### config.mk
export PLATFORM = sky130hd
export DESIGN_NAME = peripheral_gate_bank
export DESIGN_NICKNAME = d
export VERILOG_FILES = /design/src/gate_sync_stage.v /design/src/peripheral_gate_bank.v
export VERILOG_INCLUDE_DIRS = /design/src
export SDC_FILE = /design/constraint.sdc
export NUM_CORES = 1
export LEC_CHECK = 0
export ABC_AREA = 0
export BUFFER_PORTS_ARGS = -buffer_cell sky130_fd_sc_hd__buf_4
export CORE_MARGIN = 5
export CORE_UTILIZATION = 35
export DETAILED_ROUTE_END_ITERATION = 10
export GPL_ROUTABILITY_DRIVEN = 0
export SLEW_MARGIN = 15
export SYNTH_ARGS = -nofsm -noshare
export SYNTH_HDL_FRONTEND = slang
export SYNTH_SLANG_ARGS = --single-unit
### constraint.sdc
create_clock -name CORE_CLK -period 1.7 [get_ports CORE_CLK]
set_clock_uncertainty 0.05 [all_clocks]
set_input_delay 0.255 -clock CORE_CLK [delete_from_list [all_inputs] [get_ports CORE_CLK]]
set_output_delay 0.255 -clock CORE_CLK [all_outputs]
set_load 0.02 [all_outputs]
### src/gate_bank_consts.vh
/*
 peripheral gate bank constants: register byte offsets, implemented bit masks,
 reset values and field positions.
 assumes inclusion by bare name from the design files.
*/
`ifndef GATE_BANK_CONSTS_VH
`define GATE_BANK_CONSTS_VH

// register byte offsets on the register bus
`define OFS_GATE_ONE         5'h00
`define OFS_GATE_TWO         5'h04
`define OFS_GATE_THREE       5'h08
`define OFS_GATE_FOUR        5'h0c
`define OFS_GATE_SIX         5'h10
`define OFS_GATE_SEVEN       5'h14
`define OFS_GATE_EIGHT       5'h18
`define OFS_PRESENT          5'h1c

// implemented bits of each register
`define MASK_GATE_ONE        16'h0ef9
`define MASK_GATE_TWO        16'h000f
`define MASK_GATE_THREE      16'h0088
`define MASK_GATE_FOUR       16'h0008
`define MASK_GATE_SIX        16'h0f00
`define MASK_GATE_SEVEN      16'h0108
`define MASK_GATE_EIGHT      16'h293e

// reset value of every gate register
`define GATE_RESET           16'h0000

// field positions, first register
`define BIT_BASIC_TIMER      11
`define BIT_ENCODER          10
`define BIT_PULSE_WIDTH      9
`define BIT_TWO_WIRE         7
`define BIT_ASYNC_B          6
`define BIT_ASYNC_A          5
`define BIT_SYNC_B           4
`define BIT_SYNC_A           3
`define BIT_CONVERTER        0
// third register
`define BIT_CHECKSUM         7
`define BIT_ASYNC_C          3
// fourth register
`define BIT_REFCLK           3
// seventh register
`define BIT_COMPARATOR       8
`define BIT_TRIGGER_GEN      3
// eighth register
`define BIT_AMPLIFIERS       13
`define BIT_NIBBLE_A         11
`define BIT_DEADMAN          8
`define BIT_BIAS             1

// number of peripheral enable outputs, one of them never gated
`define NUM_UNITS            31

// axi response codes
`define RESP_OKAY            2'b00
`define RESP_SLVERR          2'b10

`endif

### src/gate_sync_stage.v
/*
 one-cycle retiming stage for the gate outputs, so that a gate change reaches
 the peripherals one cycle after the write that made it.
 assumes the same clock and reset as the register bank.
*/
`timescale 1ns/1ps

module gate_sync_stage (
    input  wire                  clk,        // core clock
    input  wire                  rst_n,      // async reset, active low
    input  wire [30:0]           gate_in,    // gates as held in registers
    output reg  [30:0]           gate_out    // gates as seen by peripherals
);

    // register the gates; no peripheral is gated after reset
    always @(posedge clk or negedge rst_n) begin
        if (!rst_n) begin
            gate_out <= 31'h00000000;
        end else begin
            gate_out <= gate_in;
        end
    end

endmodule // gate_sync_stage

### src/peripheral_gate_bank.v
/*
 peripheral gate bank: seven clock-gating control registers behind an
 axi4-lite slave, and per-unit clock enables for the gated peripherals.
 assumes a single core clock, an axi4-lite master in the same domain, and a
 present-unit strap vector that is static after reset.
*/
`timescale 1ns/1ps
`include "gate_bank_consts.vh"

// Summary of operation
// [RL1] timer, encoder, pwm gated in first register
// [RL2] serial ports and converter gated, first register
// [RL3] four capture/compare gates, second register
// [RL4] checksum and third async port gates
// [RL5] reference clock output gate, fourth register
// [RL6] four dma channel gates, sixth register
// [RL7] one bit gates all amplifiers
// [RL8] nibble link and deadman timer gates
// [RL9] logic cells and bias source gates
// [RL10] unused bits ignore writes, read zero
// [RL11] gated unit loses clock and registers
// [RL12] gate change takes effect one cycle later
// [RL13] unit runs only if present and enabled
// [RL14] all gates reset to zero
// [RL15] eighth register bit twelve reads zero
module peripheral_gate_bank (
    input  wire                  CORE_CLK,       // system clock, 20 MHz
    input  wire                  RST_N,          // async reset, active low
    input  wire [4:0]            S_AXI_AWADDR,   // write address
    input  wire                  S_AXI_AWVALID,  // write address valid
    output wire                  S_AXI_AWREADY,  // write address ready
    input  wire [31:0]           S_AXI_WDATA,    // write data
    input  wire [3:0]            S_AXI_WSTRB,    // write byte strobes
    input  wire                  S_AXI_WVALID,   // write data valid
    output wire                  S_AXI_WREADY,   // write data ready
    output reg  [1:0]            S_AXI_BRESP,    // write response
    output reg                   S_AXI_BVALID,   // write response valid
    input  wire                  S_AXI_BREADY,   // write response ready
    input  wire [4:0]            S_AXI_ARADDR,   // read address
    input  wire                  S_AXI_ARVALID,  // read address valid
    output wire                  S_AXI_ARREADY,  // read address ready
    output reg  [31:0]           S_AXI_RDATA,    // read data
    output reg  [1:0]            S_AXI_RRESP,    // read response
    output reg                   S_AXI_RVALID,   // read data valid
    input  wire                  S_AXI_RREADY,   // read data ready
    input  wire [30:0]           UNIT_PRESENT,   // strap: unit exists in variant
    output wire [30:0]           UNIT_CLK_EN,    // per-unit clock enable
    output wire [30:0]           UNIT_REG_EN     // per-unit register access enable
);

    // gate registers, unimplemented bits only ever hold zeros
    reg  [15:0]                  gate_ctrl_one;
    reg  [15:0]                  gate_ctrl_two;
    reg  [15:0]                  gate_ctrl_three;
    reg  [15:0]                  gate_ctrl_four;
    reg  [15:0]                  gate_ctrl_six;
    reg  [15:0]                  gate_ctrl_seven;
    reg  [15:0]                  gate_ctrl_eight;

    // write channel capture
    reg                          aw_held;        // write address captured
    reg  [4:0]                   aw_addr;        // captured write address
    reg                          w_held;         // write data captured
    reg  [31:0]                  w_data;         // captured write data
    reg  [3:0]                   w_strb;         // captured strobes

    // present-unit strap, resampled through two stages every cycle
    reg  [30:0]                  present_meta;   // first synchroniser stage
    reg  [30:0]                  present_sync;   // second synchroniser stage

    // gate vector in register order and after retiming
    wire [30:0]                  gate_vec;
    wire [30:0]                  gate_late;

    // write commits when both halves are in and no response is pending
    wire                         do_write;
    wire                         wr_hit;
    reg  [31:0]                  rd_word;
    reg                          rd_hit;

    // merge byte strobes into a register, keeping only implemented bits
    function [15:0] merge_bytes;
        input [15:0] old_val;
        input [31:0] new_val;
        input [3:0]  strb;
        input [15:0] mask;
        reg   [15:0] tmp;
        begin
            tmp = old_val;
            if (strb[0]) begin
                tmp[7:0] = new_val[7:0];
            end
            if (strb[1]) begin
                tmp[15:8] = new_val[15:8];
            end
            merge_bytes = tmp & mask;
        end
    endfunction

    // address decode for the write path; the read mux decodes on its own
    function is_mapped;
        input [4:0] addr;
        begin
            case (addr)
                `OFS_GATE_ONE, `OFS_GATE_TWO, `OFS_GATE_THREE,
                `OFS_GATE_FOUR, `OFS_GATE_SIX, `OFS_GATE_SEVEN,
                `OFS_GATE_EIGHT: is_mapped = 1'b1;
                default: is_mapped = 1'b0;
            endcase
        end
    endfunction

    // ready while the channel has nothing captured
    assign S_AXI_AWREADY = ~aw_held;
    assign S_AXI_WREADY  = ~w_held;
    assign S_AXI_ARREADY = ~S_AXI_RVALID;

    assign do_write = aw_held & w_held & ~S_AXI_BVALID;
    assign wr_hit   = is_mapped(aw_addr);

    // capture address and data in either order
    always @(posedge CORE_CLK or negedge RST_N) begin
        if (!RST_N) begin
            aw_held <= 1'b0;
            aw_addr <= 5'h00;
            w_held  <= 1'b0;
            w_data  <= 32'h00000000;
            w_strb  <= 4'h0;
        end else begin
            // address channel
            if (S_AXI_AWVALID && !aw_held) begin
                aw_held <= 1'b1;
                aw_addr <= S_AXI_AWADDR;
            end else if (do_write) begin
                aw_held <= 1'b0;
            end
            // data channel
            if (S_AXI_WVALID && !w_held) begin
                w_held <= 1'b1;
                w_data <= S_AXI_WDATA;
                w_strb <= S_AXI_WSTRB;
            end else if (do_write) begin
                w_held <= 1'b0;
            end
        end
    end

    // gate registers
    always @(posedge CORE_CLK or negedge RST_N) begin
        if (!RST_N) begin
            // [RL14] gates clear at reset
            gate_ctrl_one   <= `GATE_RESET;
            gate_ctrl_two   <= `GATE_RESET;
            gate_ctrl_three <= `GATE_RESET;
            gate_ctrl_four  <= `GATE_RESET;
            gate_ctrl_six   <= `GATE_RESET;
            gate_ctrl_seven <= `GATE_RESET;
            gate_ctrl_eight <= `GATE_RESET;
        end else if (do_write) begin
            // [RL10] masks drop unused bits
            case (aw_addr)
                `OFS_GATE_ONE: begin
                    gate_ctrl_one <= merge_bytes(gate_ctrl_one, w_data, w_strb, `MASK_GATE_ONE);
                end
                `OFS_GATE_TWO: begin
                    gate_ctrl_two <= merge_bytes(gate_ctrl_two, w_data, w_strb, `MASK_GATE_TWO);
                end
                `OFS_GATE_THREE: begin
                    gate_ctrl_three <= merge_bytes(gate_ctrl_three, w_data, w_strb, `MASK_GATE_THREE);
                end
                `OFS_GATE_FOUR: begin
                    gate_ctrl_four <= merge_bytes(gate_ctrl_four, w_data, w_strb, `MASK_GATE_FOUR);
                end
                `OFS_GATE_SIX: begin
                    gate_ctrl_six <= merge_bytes(gate_ctrl_six, w_data, w_strb, `MASK_GATE_SIX);
                end
                `OFS_GATE_SEVEN: begin
                    gate_ctrl_seven <= merge_bytes(gate_ctrl_seven, w_data, w_strb, `MASK_GATE_SEVEN);
                end
                `OFS_GATE_EIGHT: begin
                    // [RL15] mask keeps bit twelve clear
                    gate_ctrl_eight <= merge_bytes(gate_ctrl_eight, w_data, w_strb, `MASK_GATE_EIGHT);
                end
                default: begin
                    // unmapped: nothing stored
                end
            endcase
        end
    end

    // write response
    always @(posedge CORE_CLK or negedge RST_N) begin
        if (!RST_N) begin
            S_AXI_BVALID <= 1'b0;
            S_AXI_BRESP  <= `RESP_OKAY;
        end else if (do_write) begin
            S_AXI_BVALID <= 1'b1;
            S_AXI_BRESP  <= wr_hit ? `RESP_OKAY : `RESP_SLVERR;
        end else if (S_AXI_BREADY) begin
            S_AXI_BVALID <= 1'b0;
        end
    end

    // read mux: stored bits, present strap, or error
    always @* begin
        rd_word = 32'h00000000;
        rd_hit  = 1'b1;
        case (S_AXI_ARADDR)
            `OFS_GATE_ONE:   rd_word = {16'h0000, gate_ctrl_one};
            `OFS_GATE_TWO:   rd_word = {16'h0000, gate_ctrl_two};
            `OFS_GATE_THREE: rd_word = {16'h0000, gate_ctrl_three};
            `OFS_GATE_FOUR:  rd_word = {16'h0000, gate_ctrl_four};
            `OFS_GATE_SIX:   rd_word = {16'h0000, gate_ctrl_six};
            `OFS_GATE_SEVEN: rd_word = {16'h0000, gate_ctrl_seven};
            `OFS_GATE_EIGHT: rd_word = {16'h0000, gate_ctrl_eight};
            `OFS_PRESENT:    rd_word = {1'b0, present_sync};
            default:         rd_hit  = 1'b0;
        endcase
    end

    // read data channel
    always @(posedge CORE_CLK or negedge RST_N) begin
        if (!RST_N) begin
            S_AXI_RVALID <= 1'b0;
            S_AXI_RDATA  <= 32'h00000000;
            S_AXI_RRESP  <= `RESP_OKAY;
        end else if (S_AXI_ARVALID && !S_AXI_RVALID) begin
            S_AXI_RVALID <= 1'b1;
            S_AXI_RDATA  <= rd_word;
            S_AXI_RRESP  <= rd_hit ? `RESP_OKAY : `RESP_SLVERR;
        end else if (S_AXI_RREADY) begin
            S_AXI_RVALID <= 1'b0;
        end
    end

    // strap synchroniser
    always @(posedge CORE_CLK or negedge RST_N) begin
        if (!RST_N) begin
            present_meta <= 31'h00000000;
            present_sync <= 31'h00000000;
        end else begin
            present_meta <= UNIT_PRESENT;
            present_sync <= present_meta;
        end
    end

    // gate vector, one bit per unit
    // [RL1] timer, encoder, pwm
    // [RL2] serial ports, converter
    // [RL3] capture/compare d..a
    // [RL4] checksum, async c
    // [RL5] reference clock out
    // [RL6] dma channels d..a
    // [RL7] all amplifiers
    // [RL8] nibble link, deadman
    // [RL9] logic cells, bias
    assign gate_vec = {
        gate_ctrl_one[`BIT_BASIC_TIMER],     // 30 basic_timer_off
        gate_ctrl_one[`BIT_ENCODER],         // 29 encoder_unit_off
        gate_ctrl_one[`BIT_PULSE_WIDTH],     // 28 pulse_width_unit_off
        gate_ctrl_one[`BIT_TWO_WIRE],        // 27 two_wire_port_off
        gate_ctrl_one[`BIT_ASYNC_B],         // 26 async_port_b_off
        gate_ctrl_one[`BIT_ASYNC_A],         // 25 async_port_a_off
        gate_ctrl_one[`BIT_SYNC_B],          // 24 sync_port_b_off
        gate_ctrl_one[`BIT_SYNC_A],          // 23 sync_port_a_off
        gate_ctrl_one[`BIT_CONVERTER],       // 22 converter_off
        gate_ctrl_two[3:0],                  // 21..18 capcomp d..a
        gate_ctrl_three[`BIT_CHECKSUM],      // 17 checksum_unit_off
        gate_ctrl_three[`BIT_ASYNC_C],       // 16 async_port_c_off
        gate_ctrl_four[`BIT_REFCLK],         // 15 refclk_out_off
        gate_ctrl_six[11:8],                 // 14..11 dma d..a
        gate_ctrl_seven[`BIT_COMPARATOR],    // 10 comparator_a_off
        gate_ctrl_seven[`BIT_TRIGGER_GEN],   // 9 trigger_gen_off
        gate_ctrl_eight[`BIT_AMPLIFIERS],    // 8 amplifiers_off
        gate_ctrl_eight[`BIT_NIBBLE_A],      // 7 nibble_link_a_off
        gate_ctrl_eight[`BIT_DEADMAN],       // 6 deadman_timer_off
        gate_ctrl_eight[5:2],                // 5..2 logic cells d..a
        gate_ctrl_eight[`BIT_BIAS],          // 1 bias_source_off
        1'b0                                 // 0 spare, never gated
    };

    // [RL12] one-cycle retiming stage
    gate_sync_stage u_gate_sync (
        .clk      (CORE_CLK),
        .rst_n    (RST_N),
        .gate_in  (gate_vec),
        .gate_out (gate_late)
    );

    // [RL13] present and not gated
    // [RL11] gated unit loses clock and registers
    assign UNIT_CLK_EN = present_sync & ~gate_late;
    assign UNIT_REG_EN = present_sync & ~gate_late;

endmodule // peripheral_gate_bank

==> flow_summary.yaml <==
hold_path:
  hold_class: "primary input to register"
detailed_routing:
  dr_wl_met3_um: 903
  drtIter0Drc: 167
  routed-via-count: 4200
  via_per_inst: 4.526
  ant_nets: 0
  wl_per_cell_um: 16.58
  wl_mm: 15.38
  route.detailed.drc: 0
  drt-met1-wl_mm: 6.397
  routed-wl-met2_mm: 7.825
  firstDrtPassIters: 6
  highest_layer: "met4"
layout:
  antennaDiodeCount: 0
  fin_cells: 928
  areaGrowthSynthToFinish_pct: 40.81
  fin_area_mm2: 0.009101
  nets: 770
  drive_gt1_share_pct: 41.63
die:
  pin_count: 187
  start_util_pct: 35.74
  core_area_mm2: 0.01809
  die_w_um: 145.9
  die_area_mm2: 0.02129
  die_h_um: 145.9
  row_count: 49
synthesis:
  yosysMostFrequentCell: "dfrtp_1"
  synth.avg_cell_area_um2: 13.78
  async_reset_ff_share_pct: 100.0
  ys_top_cells_by_area: "dfrtp_1 (69%), mux2_2 (9.2%), buf_4 (4.3%)"
  synth-seq-cells: 179
  synth_commonest_cells: "dfrtp_1 (179), mux2_2 (53), nand2_1 (49), buf_4 (37), nor2b_1 (33)"
  syn_inst: 469
  synth_flop_cell: "dfrtp_1"
  synth_warnings: 0
  synth_cell_type_count: 38
  synth-edff-count: 0
  syn_area_mm2: 0.006464
  synth.largest_area_cell: "dfrtp_1"
  synth.top_cell.area_share_pct: 69.30
  ys_seq_area_share_pct: 69.30
global_route:
  first_global_vias: 4515
  grt_usage_pct: 14.88
  grt_first_pass_wirelength_mm: 24.75
  antenna_found_initial: 0
  grt_remaining_overflow: 0
  grt_max_degree: 53
cts:
  cts_tree: "built"
  cts-root-buf: "clkbuf_16"
  clock_latency_ns: 0.43
  ctsLongestPathBuffers: 2
  cts-buffers-inserted: 17
  clock-sinks: 179
  htreeDepth: 4
  clk_pin_slew_ns: 0.07
worst_setup_path:
  cp_cell_sequence: "nor4_2, buf_4, nand4b_1, mux2_4"
  critPathLaunchType: "register"
  path_class: "register to register"
  slowest_delay_ns: 0.45
  crit_path_end_kind: "register"
  crit_fanout: 5
  path_delay_family: "simple AND/OR/NAND/NOR gates"
  critPathArrivalTime_ns: 1.93
  cp_num_buf_inv: 1
  crit_required_ns: 1.96
  crit_slowest_cell: "dfrtp_2"
pwr:
  p_clk_share_pct: 30.9
  power.density_mw_per_mm2: 1390
  power_switching_mw: 3.685
  ir_drop_v: 0.0007786
  pwr-share-seq_pct: 46.2
  combPwrFrac_pct: 22.9
  p_leak_nw: 4.475
  p_int_mw: 8.970
  switching_share_pct: 29.12
timing:
  min_period_ns: 1.676
  worst_slack_ns: 0.02439
  setup_viol: 0
  timing.fmax_mhz: 596.8
  finalHoldViolCount: 0
  rsz0062_at_grt: "true"
  finalCritPeriodShare_pct: 98.57
  slew_viol_final: 0
place:
  dp.cells: 837
  dp_hpwl_mm: 11.47
  post_dp_cell_area_mm2: 0.007901
  place_ws_ns: -0.01519
  portBuffers: 162
run:
  drv_cap: 0
status:
  status: "complete, no violations"
## registers in the layout, indices dropped and copies added (netlist names), 2 cells and up
signal	flops
u_gate_sync.gate_out	30
gate_ctrl_seven	2
gate_ctrl_one	9
present_sync	31
w_data	13
present_meta	31
w_strb	2
gate_ctrl_eight	8
gate_ctrl_six	4
aw_addr	5
S_AXI_RDATA	31
gate_ctrl_three	2
gate_ctrl_two	4
## worst reg2reg max path: cells and delay by family, from the launching register on
kind | cells | cell delay, ns
buf+inv | 1 | 0.16
flops | 1 | 0.45
simple gates | 2 | 0.52
mux | 1 | 0.38
## through the flow
step           hold WS [ns]  setup TNS [ns]  utilization (%)  total power [mW]
6_report            0.02326               0            50.32             12.65
5_1_grt            0.003537        -0.07175            50.32             13.29
4_1_cts           0.0007435               0            49.94             12.67
3_5_place_dp         0.2121        -0.03192            43.69             8.632
3_3_place_gp         0.2064               0            43.69             8.528
2_1_floorplan      -0.09059               0                -             7.386
## power groups by stage
stage	clock network (mW)	registers (mW)	logic, mW
floorplan	0	5.69	1.70
global placement	0	5.85	2.68
detailed placement	0	5.91	2.73
CTS	4.01	5.83	2.84
global route	4.19	5.96	3.14
finish	3.91	5.85	2.90
## cell families after synthesis
logic type,synth area share [%]
DFF,69.30
and+or+nand+nor,11.32
muxes,10.51
buffers and inverters,5.420
AOI/OAI and AO/OA,3.388
other,0.05802
## what timing repair did
item | in CTS | in global routing
buffers inserted | 2 | 5
pin swaps | 2 | 2
gates cloned | 0 | 0
gates resized for setup | 1 | 8
setup endpoints to repair | 15 | 20
hold buffers | 52 | 0
endpoints found under the hold margin | 96 | 0
## path summary, 6_finish.rpt
path | from | slack [ns] | end | cells after the start
worst max-delay path | aw_addr[0] | 0.02 | gate_ctrl_one[9] | 4
worst min-delay path | S_AXI_WDATA[6] | 0.02 | w_data[6] | 2
worst max register to register | aw_addr[0] | 0.02 | gate_ctrl_one[9] | 4
worst min register to register | present_meta[16] | 0.29 | present_sync[16] | 0
max in group asynchronous | RST_N | 0.75 | gate_ctrl_one[4] | 3
min in group asynchronous | RST_N | 0.31 | w_data[5] | 2
## layout make-up
type | count | area (µm²)
fillers | 1605 | 8985
flip-flops and latches | 179 | 4483
repair buffers | 246 | 2046
multi-input cells | 237 | 1674
clock buffers | 19 | 432.9
well taps | 229 | 286.5
clock inverters | 13 | 160.2
inverters | 5 | 18.77
## cell usage in the layout, fill, tap and decap left out, drive strengths merged, types with 2 or more instances in the layout
master         n
buf          193
dfrtp        179
mux2          53
dlygate4sd3   52
nand2         49
nor2b         34
nand3         21
clkbuf        20
nor2          19
o21ai          9
clkinv         7
nand4          6
mux2i          6
inv            6
a22oi          5
a22o           4
a221oi         4
conb           3
bufinv         3
nor3           3
and3b          2
and2           2
a2bb2oi        2
a21oi          2
clkinvlp       2
nor4b          2
## layer usage
layer	up-vias	track usage, %
met4	0	5.461
met5	-	0
met3	17	4.142
met1	2086	18.56
met2	114	24.82
li1	1983	-
Note: power is estimated with default switching activity, not from simulation.
